[config.mk]
export PLATFORM = sky130hd
export DESIGN_NAME = adr_device_flat
export DESIGN_NICKNAME = d
export VERILOG_FILES = /design/src/core/adr_pkg.sv /design/src/core/adr_link_if.sv /design/src/core/adr_device.sv /design/src/flat_wrapper.sv
export SDC_FILE = /design/constraint.sdc
export NUM_CORES = 1
export LEC_CHECK = 0
export ABC_AREA = 1
export BUFFER_PORTS_ARGS = -buffer_cell sky130_fd_sc_hd__buf_2
export CAP_MARGIN = 20
export CORE_MARGIN = 1
export CORE_UTILIZATION = 48
export DETAILED_ROUTE_END_ITERATION = 10
export PLACE_DENSITY = 0.63
export SLEW_MARGIN = 20
export SYNTH_ARGS = -nofsm -noshare
export SYNTH_HDL_FRONTEND = slang
export SYNTH_SLANG_ARGS = --single-unit
[constraint.sdc]
create_clock -name ref_clk_i -period 6.23 [get_ports ref_clk_i]
set_input_delay 0.9345 -clock ref_clk_i [delete_from_list [all_inputs] [get_ports ref_clk_i]]
set_output_delay 0.9345 -clock ref_clk_i [all_outputs]
set_load 0.02 [all_outputs]
[src/core/adr_pkg.sv]
/*
 Package for the diagnostic redundancy checker: command codes, mode table,
 timing counts, fault word layout and the host's own register map.
 Assumes a 250 MHz reference clock shared by both ends.
*/
package adr_pkg;
   // ==========================================================
   // Clock and timing
   localparam int unsigned CLK_MHZ = 250;
   // Whole four-parameter run, fastest and slowest mode, in us
   localparam int unsigned T_FAST_US = 742;
   localparam int unsigned T_SLOW_US = 134211;
   // Cycles per us at the clock rate
   localparam int unsigned CYC_PER_US = CLK_MHZ;
   // ==========================================================
   // Commands
   typedef enum logic [3:0] {
      ADR_CMD_NONE,
      ADR_CMD_CELL,
      ADR_CMD_OPEN_WIRE,
      ADR_CMD_CELL_ST,
      ADR_CMD_OVERLAP,
      ADR_CMD_AUX,
      ADR_CMD_AUX_RED,
      ADR_CMD_AUX_OW,
      ADR_CMD_AUX_ST,
      ADR_CMD_STAT,
      ADR_CMD_STAT_RED,
      ADR_CMD_STAT_ST,
      ADR_CMD_CELL_GPIO,
      ADR_CMD_CELL_SUM
   } adr_cmd_type;
   // ==========================================================
   // Fault word: upper byte all ones, nibble flags in low bits
   localparam logic [11:0] FAULT_HEAD = 12'hff0;
   // Number of measured internal quantities
   localparam int unsigned N_PARAM = 4;
   // Number of conversion-rate modes
   localparam int unsigned N_MODE = 8;
   // ==========================================================
   // Host register map (APB byte addresses)
   localparam logic [7:0] OFS_CTRL = 8'h00;
   localparam logic [7:0] OFS_STAT = 8'h04;
   localparam logic [7:0] OFS_SUM_TEMP = 8'h08;
   localparam logic [7:0] OFS_ASUP_DSUP = 8'h0c;
   // Control fields
   localparam int unsigned CTRL_GO_BIT = 0;
   localparam int unsigned CTRL_RED_BIT = 1;
   localparam int unsigned CTRL_MODE_LSB = 4;
   localparam int unsigned CTRL_PS_LSB = 8;
   localparam int unsigned CTRL_PS_EN_BIT = 10;
   localparam int unsigned CTRL_FORCE_BIT = 11;
   localparam logic [31:0] CTRL_RESET = 32'h0000_0000;

   // Run length in cycles of one quantity for a mode (one quarter of total)
   function automatic logic [31:0] adr_param_cycles(input logic [2:0] mode,
                                                    input logic [31:0] fast,
                                                    input logic [31:0] slow);
      logic [31:0] tot;
      // Linear from fastest (mode 0) to slowest (last mode) total time
      tot = fast + (((slow - fast) * {29'd0, mode}) / (N_MODE - 32'd1));
      return tot / N_PARAM;
   endfunction : adr_param_cycles
endpackage : adr_pkg

[src/core/adr_link_if.sv]
/*
 Link between host controller and device: command strobe with options,
 result strobe with word and index. Both ends share one clock.
*/
`timescale 1ns/1ps
interface adr_link_if;
   import adr_pkg::*;
   logic cmd_valid; // One-cycle command strobe
   adr_cmd_type cmd; // Command code
   logic [2:0] mode; // Conversion-rate mode
   logic [1:0] path_sel; // redundancy_path_select
   logic path_sel_en; // Host override of automatic choice
   logic force_fail; // force_redundancy_fail
   logic busy; // Device converting
   logic res_valid; // One-cycle result strobe
   logic [1:0] res_idx; // 0 sum,1 temp,2 analog,3 digital
   logic [15:0] res_data; // Result word
   logic done; // One-cycle end of command
   modport host (output cmd_valid, cmd, mode, path_sel, path_sel_en, force_fail,
                 input busy, res_valid, res_idx, res_data, done);
   modport dev (input cmd_valid, cmd, mode, path_sel, path_sel_en, force_fail,
                output busy, res_valid, res_idx, res_data, done);
endinterface : adr_link_if

[src/core/adr_device.sv]
/*
 Device end: sequences the internal-parameter measurement, runs the
 primary and redundant digital machines and stores results in status
 groups A and B. Modulator bit streams of the three paths are inputs.
 Latches the host's options at command start; the host may change them later.
*/
// Notes on behaviour
// - Internal command converts four internal quantities
// - All eight conversion modes accepted
// - Run takes 742 to 134211 us
// - Stack sum code kept in group A
// - Host scales stack sum by thirty
// - Die temperature code kept in group A
// - Analog in group A, digital in B
// - Redundant variant adds check, same time
// - Host keeps path select 0/1 for redundancy
// - Three primary machines plus one shared redundant
// - Redundancy on all but two plain commands
// - Selected stream feeds both machines, compared
// - Mismatch writes fault word instead
// - Fault nibble flags mark mismatched nibbles
// - Host treats 6.528 V up as fault
// - One path checked, chosen automatically default
// - Host path select overrides automatic choice
// - Force bit makes every check fail
// - Plain variants identical bar redundancy check
`timescale 1ns/1ps
module adr_device
   import adr_pkg::*;
#(
   parameter int unsigned FAST_US = T_FAST_US, // Fastest total time
   parameter int unsigned SLOW_US = T_SLOW_US  // Slowest total time
) (
   input wire logic ref_clk_i,
   input wire logic reset_n_i,
   adr_link_if.dev link,
   input wire logic [2:0] mod_bit_i, // Modulator streams of ADC1..3 (pins)
   input wire logic red_glitch_i, // Test hook: corrupts redundant machine
   output logic [15:0] stat_a_sum_o, // Group A stack sum
   output logic [15:0] stat_a_temp_o, // Group A die temperature
   output logic [15:0] stat_a_asup_o, // Group A analog supply
   output logic [15:0] stat_b_dsup_o // Group B digital supply
);
   // Times must be ordered and the mode scaling must fit 32 bits
   if (SLOW_US < FAST_US ||
       64'(SLOW_US) * CYC_PER_US * (N_MODE - 1) > 64'hffff_ffff) begin : g_bad_times
      $error("adr_device: run times out of range");
   end
   // ==========================================================
   // Input synchronisers
   logic [2:0] mod_s1_reg, mod_s2_reg;
   // Two stages before any machine reads the streams
   always_ff @(posedge ref_clk_i or negedge reset_n_i) begin
      if (!reset_n_i) begin
         mod_s1_reg <= 3'h0;
         mod_s2_reg <= 3'h0;
      end else begin
         mod_s1_reg <= mod_bit_i;
         mod_s2_reg <= mod_s1_reg;
      end
   end
   // ==========================================================
   // Sequencer
   typedef enum logic [1:0] {ADR_IDLE, ADR_CONV, ADR_STORE} adr_state_type;
   adr_state_type state_reg;
   logic [31:0] cnt_reg; // Cycles left in current quantity
   logic [31:0] len_reg; // Cycles per quantity for this mode
   logic [1:0] idx_reg; // Quantity being converted
   logic red_reg; // Redundant variant running
   logic [1:0] prim_path_reg; // ADC feeding the primary result
   logic chk_reg; // Redundancy really applied
   logic force_reg; // Latched force-fail
   logic [15:0] prim_acc_reg [3]; // Primary machine per ADC
   logic [15:0] red_acc_reg; // Shared redundant machine
   logic [15:0] prim_res, diff_res;
   logic [3:0] nib_flag;
   logic [15:0] final_res;
   logic start;
   assign start = link.cmd_valid && state_reg == ADR_IDLE &&
                  (link.cmd == ADR_CMD_STAT || link.cmd == ADR_CMD_STAT_RED);

   // Compare nibbles of primary and redundant results
   always_comb begin
      prim_res = prim_acc_reg[prim_path_reg];
      diff_res = prim_res ^ red_acc_reg;
      for (int n = 0; n < 4; n++) begin
         nib_flag[n] = (|diff_res[n*4 +: 4]) | force_reg;
      end
      if (chk_reg && (nib_flag != 4'h0)) begin
         final_res = {FAULT_HEAD, nib_flag};
      end else begin
         final_res = prim_res;
      end
   end

   // Command latch and sequencing
   always_ff @(posedge ref_clk_i or negedge reset_n_i) begin
      if (!reset_n_i) begin
         state_reg <= ADR_IDLE;
         cnt_reg <= 32'h0;
         len_reg <= 32'h0;
         idx_reg <= 2'h0;
         red_reg <= 1'b0;
         prim_path_reg <= 2'h0;
         chk_reg <= 1'b0;
         force_reg <= 1'b0;
      end else begin
         case (state_reg)
            ADR_IDLE: begin
               if (start) begin
                  // per-mode length, same for both variants
                  len_reg <= adr_param_cycles(link.mode, FAST_US * CYC_PER_US,
                                              SLOW_US * CYC_PER_US);
                  cnt_reg <= adr_param_cycles(link.mode, FAST_US * CYC_PER_US,
                                              SLOW_US * CYC_PER_US);
                  idx_reg <= 2'h0;
                  red_reg <= (link.cmd == ADR_CMD_STAT_RED);
                  // automatic ADC1 unless override selects 2/3
                  if (link.path_sel_en && link.path_sel[1]) begin
                     prim_path_reg <= link.path_sel[0] ? 2'd2 : 2'd1;
                     chk_reg <= 1'b0;
                  end else begin
                     prim_path_reg <= 2'd0;
                     chk_reg <= (link.cmd == ADR_CMD_STAT_RED);
                  end
                  force_reg <= link.force_fail;
                  state_reg <= ADR_CONV;
               end
            end
            ADR_CONV: begin
               if (cnt_reg <= 32'h1) begin
                  state_reg <= ADR_STORE;
               end else begin
                  cnt_reg <= cnt_reg - 32'h1;
               end
            end
            default: begin
               if (idx_reg == 2'd3) begin
                  state_reg <= ADR_IDLE;
               end else begin
                  idx_reg <= idx_reg + 2'h1;
                  cnt_reg <= len_reg;
                  state_reg <= ADR_CONV;
               end
            end
         endcase
      end
   end

   // integration machines; stream of selected path also feeds redundant
   always_ff @(posedge ref_clk_i or negedge reset_n_i) begin
      if (!reset_n_i) begin
         for (int a = 0; a < 3; a++) prim_acc_reg[a] <= 16'h0;
         red_acc_reg <= 16'h0;
      end else if (start || state_reg == ADR_STORE) begin
         for (int a = 0; a < 3; a++) prim_acc_reg[a] <= 16'h0;
         red_acc_reg <= 16'h0;
      end else if (state_reg == ADR_CONV) begin
         for (int a = 0; a < 3; a++) begin
            prim_acc_reg[a] <= prim_acc_reg[a] + {15'h0, mod_s2_reg[a]};
         end
         // Redundant machine idles in plain runs to save toggling
         if (red_reg) begin
            red_acc_reg <= red_acc_reg + {15'h0, mod_s2_reg[prim_path_reg]} +
                           {15'h0, red_glitch_i};
         end
      end
   end

   always_ff @(posedge ref_clk_i or negedge reset_n_i) begin
      if (!reset_n_i) begin
         stat_a_sum_o <= 16'h0;
         stat_a_temp_o <= 16'h0;
         stat_a_asup_o <= 16'h0;
         stat_b_dsup_o <= 16'h0;
      end else if (state_reg == ADR_STORE) begin
         case (idx_reg)
            2'd0: stat_a_sum_o <= final_res;
            2'd1: stat_a_temp_o <= final_res;
            2'd2: stat_a_asup_o <= final_res;
            default: stat_b_dsup_o <= final_res;
         endcase
      end
   end

   // Link outputs, all registered
   always_ff @(posedge ref_clk_i or negedge reset_n_i) begin
      if (!reset_n_i) begin
         link.busy <= 1'b0;
         link.res_valid <= 1'b0;
         link.res_idx <= 2'h0;
         link.res_data <= 16'h0;
         link.done <= 1'b0;
      end else begin
         // Busy covers the done cycle so no result shows while idle
         link.busy <= start || (state_reg != ADR_IDLE);
         link.res_valid <= (state_reg == ADR_STORE);
         link.done <= (state_reg == ADR_STORE && idx_reg == 2'd3);
         if (state_reg == ADR_STORE) begin
            link.res_idx <= idx_reg;
            link.res_data <= final_res;
         end
      end
   end
endmodule : adr_device

[src/flat_wrapper.sv]
// flat-port wrapper written by rule: the top's interface ports become plain ports
module adr_device_flat import adr_pkg::*;
#(
   parameter int unsigned FAST_US = T_FAST_US,                      
   parameter int unsigned SLOW_US = T_SLOW_US                       
)
  (ref_clk_i, reset_n_i, mod_bit_i, red_glitch_i, stat_a_sum_o, stat_a_temp_o, stat_a_asup_o, stat_b_dsup_o, link_cmd_valid, link_cmd, link_mode, link_path_sel, link_path_sel_en, link_force_fail, link_busy, link_res_valid, link_res_idx, link_res_data, link_done);
  adr_link_if link_i ();
  input wire logic ref_clk_i;
  input wire logic reset_n_i;
  input wire logic [2:0] mod_bit_i;
  input wire logic red_glitch_i;
  output logic [15:0] stat_a_sum_o;
  output logic [15:0] stat_a_temp_o;
  output logic [15:0] stat_a_asup_o;
  output logic [15:0] stat_b_dsup_o;
  input wire logic [$bits(link_i.cmd_valid)-1:0] link_cmd_valid;
  input wire logic [$bits(link_i.cmd)-1:0] link_cmd;
  input wire logic [$bits(link_i.mode)-1:0] link_mode;
  input wire logic [$bits(link_i.path_sel)-1:0] link_path_sel;
  input wire logic [$bits(link_i.path_sel_en)-1:0] link_path_sel_en;
  input wire logic [$bits(link_i.force_fail)-1:0] link_force_fail;
  output wire logic [$bits(link_i.busy)-1:0] link_busy;
  output wire logic [$bits(link_i.res_valid)-1:0] link_res_valid;
  output wire logic [$bits(link_i.res_idx)-1:0] link_res_idx;
  output wire logic [$bits(link_i.res_data)-1:0] link_res_data;
  output wire logic [$bits(link_i.done)-1:0] link_done;
  assign link_i.cmd_valid = link_cmd_valid;
  assign link_i.cmd = link_cmd;
  assign link_i.mode = link_mode;
  assign link_i.path_sel = link_path_sel;
  assign link_i.path_sel_en = link_path_sel_en;
  assign link_i.force_fail = link_force_fail;
  assign link_busy = link_i.busy;
  assign link_res_valid = link_i.res_valid;
  assign link_res_idx = link_i.res_idx;
  assign link_res_data = link_i.res_data;
  assign link_done = link_i.done;
  adr_device #(.FAST_US(FAST_US), .SLOW_US(SLOW_US)) u_core (.ref_clk_i(ref_clk_i), .reset_n_i(reset_n_i), .link(link_i), .mod_bit_i(mod_bit_i), .red_glitch_i(red_glitch_i), .stat_a_sum_o(stat_a_sum_o), .stat_a_temp_o(stat_a_temp_o), .stat_a_asup_o(stat_a_asup_o), .stat_b_dsup_o(stat_b_dsup_o));
endmodule
Word level (Yosys, flattened, before mapping)
Cells that the tools add are included.
{ "word_totals": {"output_inout_bits": 85, "ff_bits": 226, "wordCells": 109, "inputBits": 18} }
{ "op_classes": {"mul": 1, "addsub": 8, "reduce_logical": 28, "bitwise_logic": 8, "n_eq_ne": 12, "n_lt_le_gt_ge": 3, "n_mux": 25, "n_div": 1} }
{ "op_table": {"columns": ["operator", "count"], "rows": [
  ["$mux 16", 6],
  ["$mux 32", 3],
  ["$mux 48", 2],
  ["$add 16x1->16", 5],
  ["$pmux 32 s2", 1],
  ["$add 18x32->32 const A", 1],
  ["$bmux 16 s2", 1],
  ["$div 28x3->32 const B", 1],
  ["$le 32x1->1 const B", 1],
  ["$sub 32x1->32 const B", 1],
  ["$mul 24x3->27 const A", 1],
  ["$reduce_or 4->1", 4],
  ["$xor 16x16->16", 1],
  ["$reduce_and 2->1", 7],
  ["$mux 2", 6],
  ["$eq 4x4->1 const B", 2],
  ["$pmux 2 s2", 2],
  ["$eq 2x2->1 const B", 3],
  ["$ne 2x1->1 const B", 3],
  ["$reduce_and 3->1", 2],
  ["$reduce_bool 2->1", 3],
  ["$logic_and 1x1->1", 5],
  ["$eq 2x1->1 const B", 2],
  ["$logic_not 2->1", 2],
  ["other kinds (13)", 21]
]} }

Logic depth before layout (Yosys ltp)
{ "depth": {"ltp_word": 10, "ltp_mapped": 150, "ltp_nobuf": 144} }

Least setup slack after synthesis
OpenSTA, ideal clock, no wires.
{ "synth_path": {"kind": "input to register", "start": "in link_mode[1]", "end": "reg u_core.cnt_reg[20]", "t_required_ns": 6.092, "slack_ns": -9.061, "stages": 133, "setup_time_ns": 0.138, "t_arrival_ns": 15.153, "path_cell_list": "buf_4 inv_1 ha_1 ha_1 fa_1 nand2_1 nand2_1 nand2_1 nand2_1 nand2_1 nand3_1 nor2_1 nand3_1 nand3_1 nand3_2 inv_1 nand4_1 nor2_1 [... 97 more ...] nand2_1 nand2_1 nor2_1 nand3_1 and3_1 ha_1 inv_1 nor2_1 o2bb2ai_1 nand3_1 nand2_1 inv_1 o21ai_1 inv_1 o21ai_1 nand2_1 nand2_1 a22oi_1"} }
{ "synth_between": {"elab_chain_len": 5} }
{ "synth_rtl": {"columns": ["element", "line", "rtl"], "rows": [
  ["from (decl)", "flat_wrapper.sv:19", "input wire logic [$bits(link_i.mode)-1:0] link_mode;"],
  ["$mul 24x3->27", "adr_pkg.sv:61", "tot = fast + (((slow - fast) * {29'd0, mode}) / (N_MODE - 32'd1));"],
  ["$div 28x3->32", "adr_pkg.sv:61", null],
  ["$add 18x32->32", "adr_pkg.sv:61", null],
  ["$mux 32", "adr_device.sv:110", "if (start) begin"],
  ["$pmux 32 s2", "adr_device.sv:108", "case (state_reg)"],
  ["to (signal assigned)", "adr_device.sv:114", "cnt_reg <= adr_param_cycles(link.mode, FAST_US * CYC_PER_US,"],
  ["to (signal assigned)", "adr_device.sv:134", "cnt_reg <= cnt_reg - 32'h1;"],
  ["to (signal assigned)", "adr_device.sv:142", "cnt_reg <= len_reg;"],
  ["to (decl)", "adr_device.sv:66", "logic [31:0] cnt_reg;"]
]} }
Every way passes these cells. The select of a mux whose other input is x is not followed.
A chain may end at the register's enable or synchronous reset.

Worst setup path after layout
{ "layout_path": {"start": "in link_mode[1]", "end": "reg u_core.cnt_reg[22]"} }
Same word-level chain as after synthesis.

==> metrics.md <==
| Metric | Value |
|---|---|
| RSZ-0062 raised after global routing | yes |
| Clk buf depth | 3 |
| Worst slew margin relative to its limit | about 30% |
| Die Height | approximately 220 um |
| Nets | between 4k and 5k |
| Quantity of I/O buffers inserted on ports | between 100 and 150 |
| # rows | 80 |
| Register area share after synthesis | between 20% and 30% |
| Area of the mapped netlist | 23500 um2 |
| Arr. time, crit path | 16460 ps |
| Die width | ~220 um |
| Cell area after layout | roughly 35000 um2 |
| Largest net degree at the start of global routing | roughly 120 |
| Max cap viols | 0 |
| Clock tree root driver cell | clkbuf_16 |
| Worst Path Class, Setup | primary input to flip-flop |
| Fraction of final layout cells sized beyond drive strength 1 | roughly 41% |
| Minimum period implied by the final worst setup slack | 16020 ps |
| Total number of vias | approximately 27k |
| Length of the first detailed-routing pass in iterations | 6 |
| Data required time of the critical path | about 6700 ps |
| Result of the run | finished with violations |
| Clk sinks | ~220 |
| Die outline area | 49800 um2 |
| Sort of element at the start of the critical path | primary input |
| Final hold violation count | 0 |
| Core Util, Final | approximately 72% |
| DRT Wirelength | about 83000 um |
| Final ANT Viol Nets | 0 |
| Sum of net half-perimeters after detailed placement | roughly 60000 um |
| Register bit total from synthesis | ~220 |
| Primary FF master, synth | dfrtp_1 |
| Number of flops mapped to enable cells by yosys | 0 |
| CP Max Fanout | 8 |
| Pin slew with the least headroom to its limit | ~1100 ps |
| Post-route clock period utilization | 257% |
| Initial Utilization | between 40% and 50% |
| Final Worst Setup Slack | -9790 ps |
| Total congestion overflow | 0 |
| Largest incremental delay on the critical path | approximately 640 ps |
| Most common cell on crit path | nand2_4 |
| Yosys top cell area share | about a quarter |
| Setup TNS | -379970 ps |
| Max stage delay cell, worst path | fa_2 |
| Asr flop ratio synth | 100% |
| Hold Crit Class | flip-flop to flip-flop |
| CTS tree | built |
| # IOs | 103 |
| Setup violators final | 42 |
| Peak Freq | about 0.062 GHz |
| Hold-fix buffer count after cts | 0 |
| Antenna diode count | 0 |
| Max H-tree Level | 1 |
| Area after DPL | between 30000 and 40000 um2 |
| Flip-flop count of the largest register after layout | 48 |
| Clock Skews | between 20 and 25 ps |
| Most used cells in the layout excluding fill and tap cells | 851 x nand2_1, 820 x buf_4, 402 x inv_1 |
| Insertion delay to the later sink of the worst-skew pair | between 500 and 600 ps |
| Most frequent standard cell in the layout excluding fill and tap cells | nand2_1 |
| Failing checks | negative setup slack |
| Number of distinct library cell variants in the gate-level netlist after synthesis | 85 |
| Starting DRT DRC Count | 1716 |
| Post-synthesis to final-layout area growth | 48.1% |
| Wire length of the first global-routing pass | 132000 um |
| Type of destination of the critical path | flip-flop |
| Top cells by area in the synthesized netlist | dfrtp_1 24%, nand2_1 15%, inv_1 6.7%, nand3_1 5.9%, nor2_1 5.5% |
| GRT Overall Usage | around a third |
| Mapped Cells | 3557 |
| Number of global-route vias before repair | 26.8k |
| Mean Syn Cell Area | between 6 and 7 um2 |
| Average vias per placed instance | 5.28 |
| Yosys warning total | 0 |
| Total CTS buffers | 23 |
| Synthesized netlist net count | roughly 3.6k |
| Core region area | roughly 48000 um2 |
| Detail-routed net length per standard cell | roughly 16 um |
| Antenna violations before repair | 0 |
| Post-CTS clock slew at the launch and capture registers of the worst setup and hold paths | about 60 ps |
| Final slew viol count | 0 |
| DRC viols | 0 |
| Yosys top cell by area | dfrtp_1 |
| Routability Congestion | between 0.9 and 1 |
==> logic make-up after synthesis <==
| kind of cell | Yosys count | synth area share [%] |
|---|---|---|
| xor+xnor | 95 | 3.58 |
| mux | 1 | 0.0427 |
| compound gates | 438 | 10.9 |
| flops | 221 | 23.6 |
| buf+inv | 566 | 11.2 |
| simple gates | 2198 | 48.5 |
| fa+ha+maj | 38 | 2.15 |
==> metal layers <==
layer	wire length (um)	global-route usage (%)	vias up	share of wire, %
met5	0	0	-	0
met4	3080	12.0	0	3.7
met3	3270	2.29	198	4.0
met2	42100	58.3	711	51
met1	34300	39.2	12835	41
li1	-	-	13404	-
==> layout make-up <==
class / count / area [um2]
Inverter: 482 / 1920
Timing Repair Buffer: 1005 / 7830
Fill cell: 3894 / 13200
Multi-Input combinational cell: 2775 / 17900
Clock buffer: 29 / 638
Sequential cell: 221 / 5530
Clock inverter: 12 / 163
Tap cell: 615 / 769
==> final timing paths <==
path	from	to	slack, ps	depth (start not counted)
setup reg to reg	u_core.state_reg[1]$_DFFE_PN0P_	u_core.red_acc_reg[15]$_DFFE_PN0P_	1490	13
max in group asynchronous	reset_n_i	u_core.stat_a_asup_o[6]$_DFFE_PN0P_	4710	2
min in group asynchronous	reset_n_i	u_core.link.busy$_DFF_PN0_	450	1
hold reg to reg	u_core.mod_s1_reg[2]$_DFF_PN0_	u_core.mod_s2_reg[2]$_DFF_PN0_	360	0
setup / recovery	link_mode[1]	u_core.cnt_reg[22]$_DFFE_PN0P_	-9790	130
hold / removal	u_core.mod_s1_reg[2]$_DFF_PN0_	u_core.mod_s2_reg[2]$_DFF_PN0_	360	0
==> synth_stat cells (53+ instances only) <==
cell	instances
nor2_1	341
a21oi_1	107
inv_1	419
nand2_1	965
o21ai_0	172
nand3_2	64
nand3_1	275
nand2_4	53
dfrtp_1	221
nand2_2	163
xor2_1	77
nand4_1	95
==> critical path, delay by kind of cell <==
kind	cells	cell delay, ps
buffers and inverters	26	3280
AO/OA/AOI/OAI	7	1040
XOR/XNOR	1	190
adder cells (fa/ha/maj)	3	1040
AND/OR/NAND/NOR	93	9890
==> through the flow <==
step | instances | hold WS [ps] | setup slack, ps
floorplan | 3557 | 331 | -8620
global placement | 4930 | 345 | -10320
detailed placement | 4930 | 340 | -10800
CTS | 5085 | 360 | -9300
global route | 5139 | 377 | -10660
finish | 5139 | 361 | -9790
==> timing repair <==
item	CTS	global route
endpoints found under the setup margin	42	42
buffers inserted	108	62
pin swaps	104	202
gates cloned	8	0
resized for setup	338	212
Power is not shown: default switching activity piles up to over one toggle a cycle in this logic, so the estimate is an artifact.
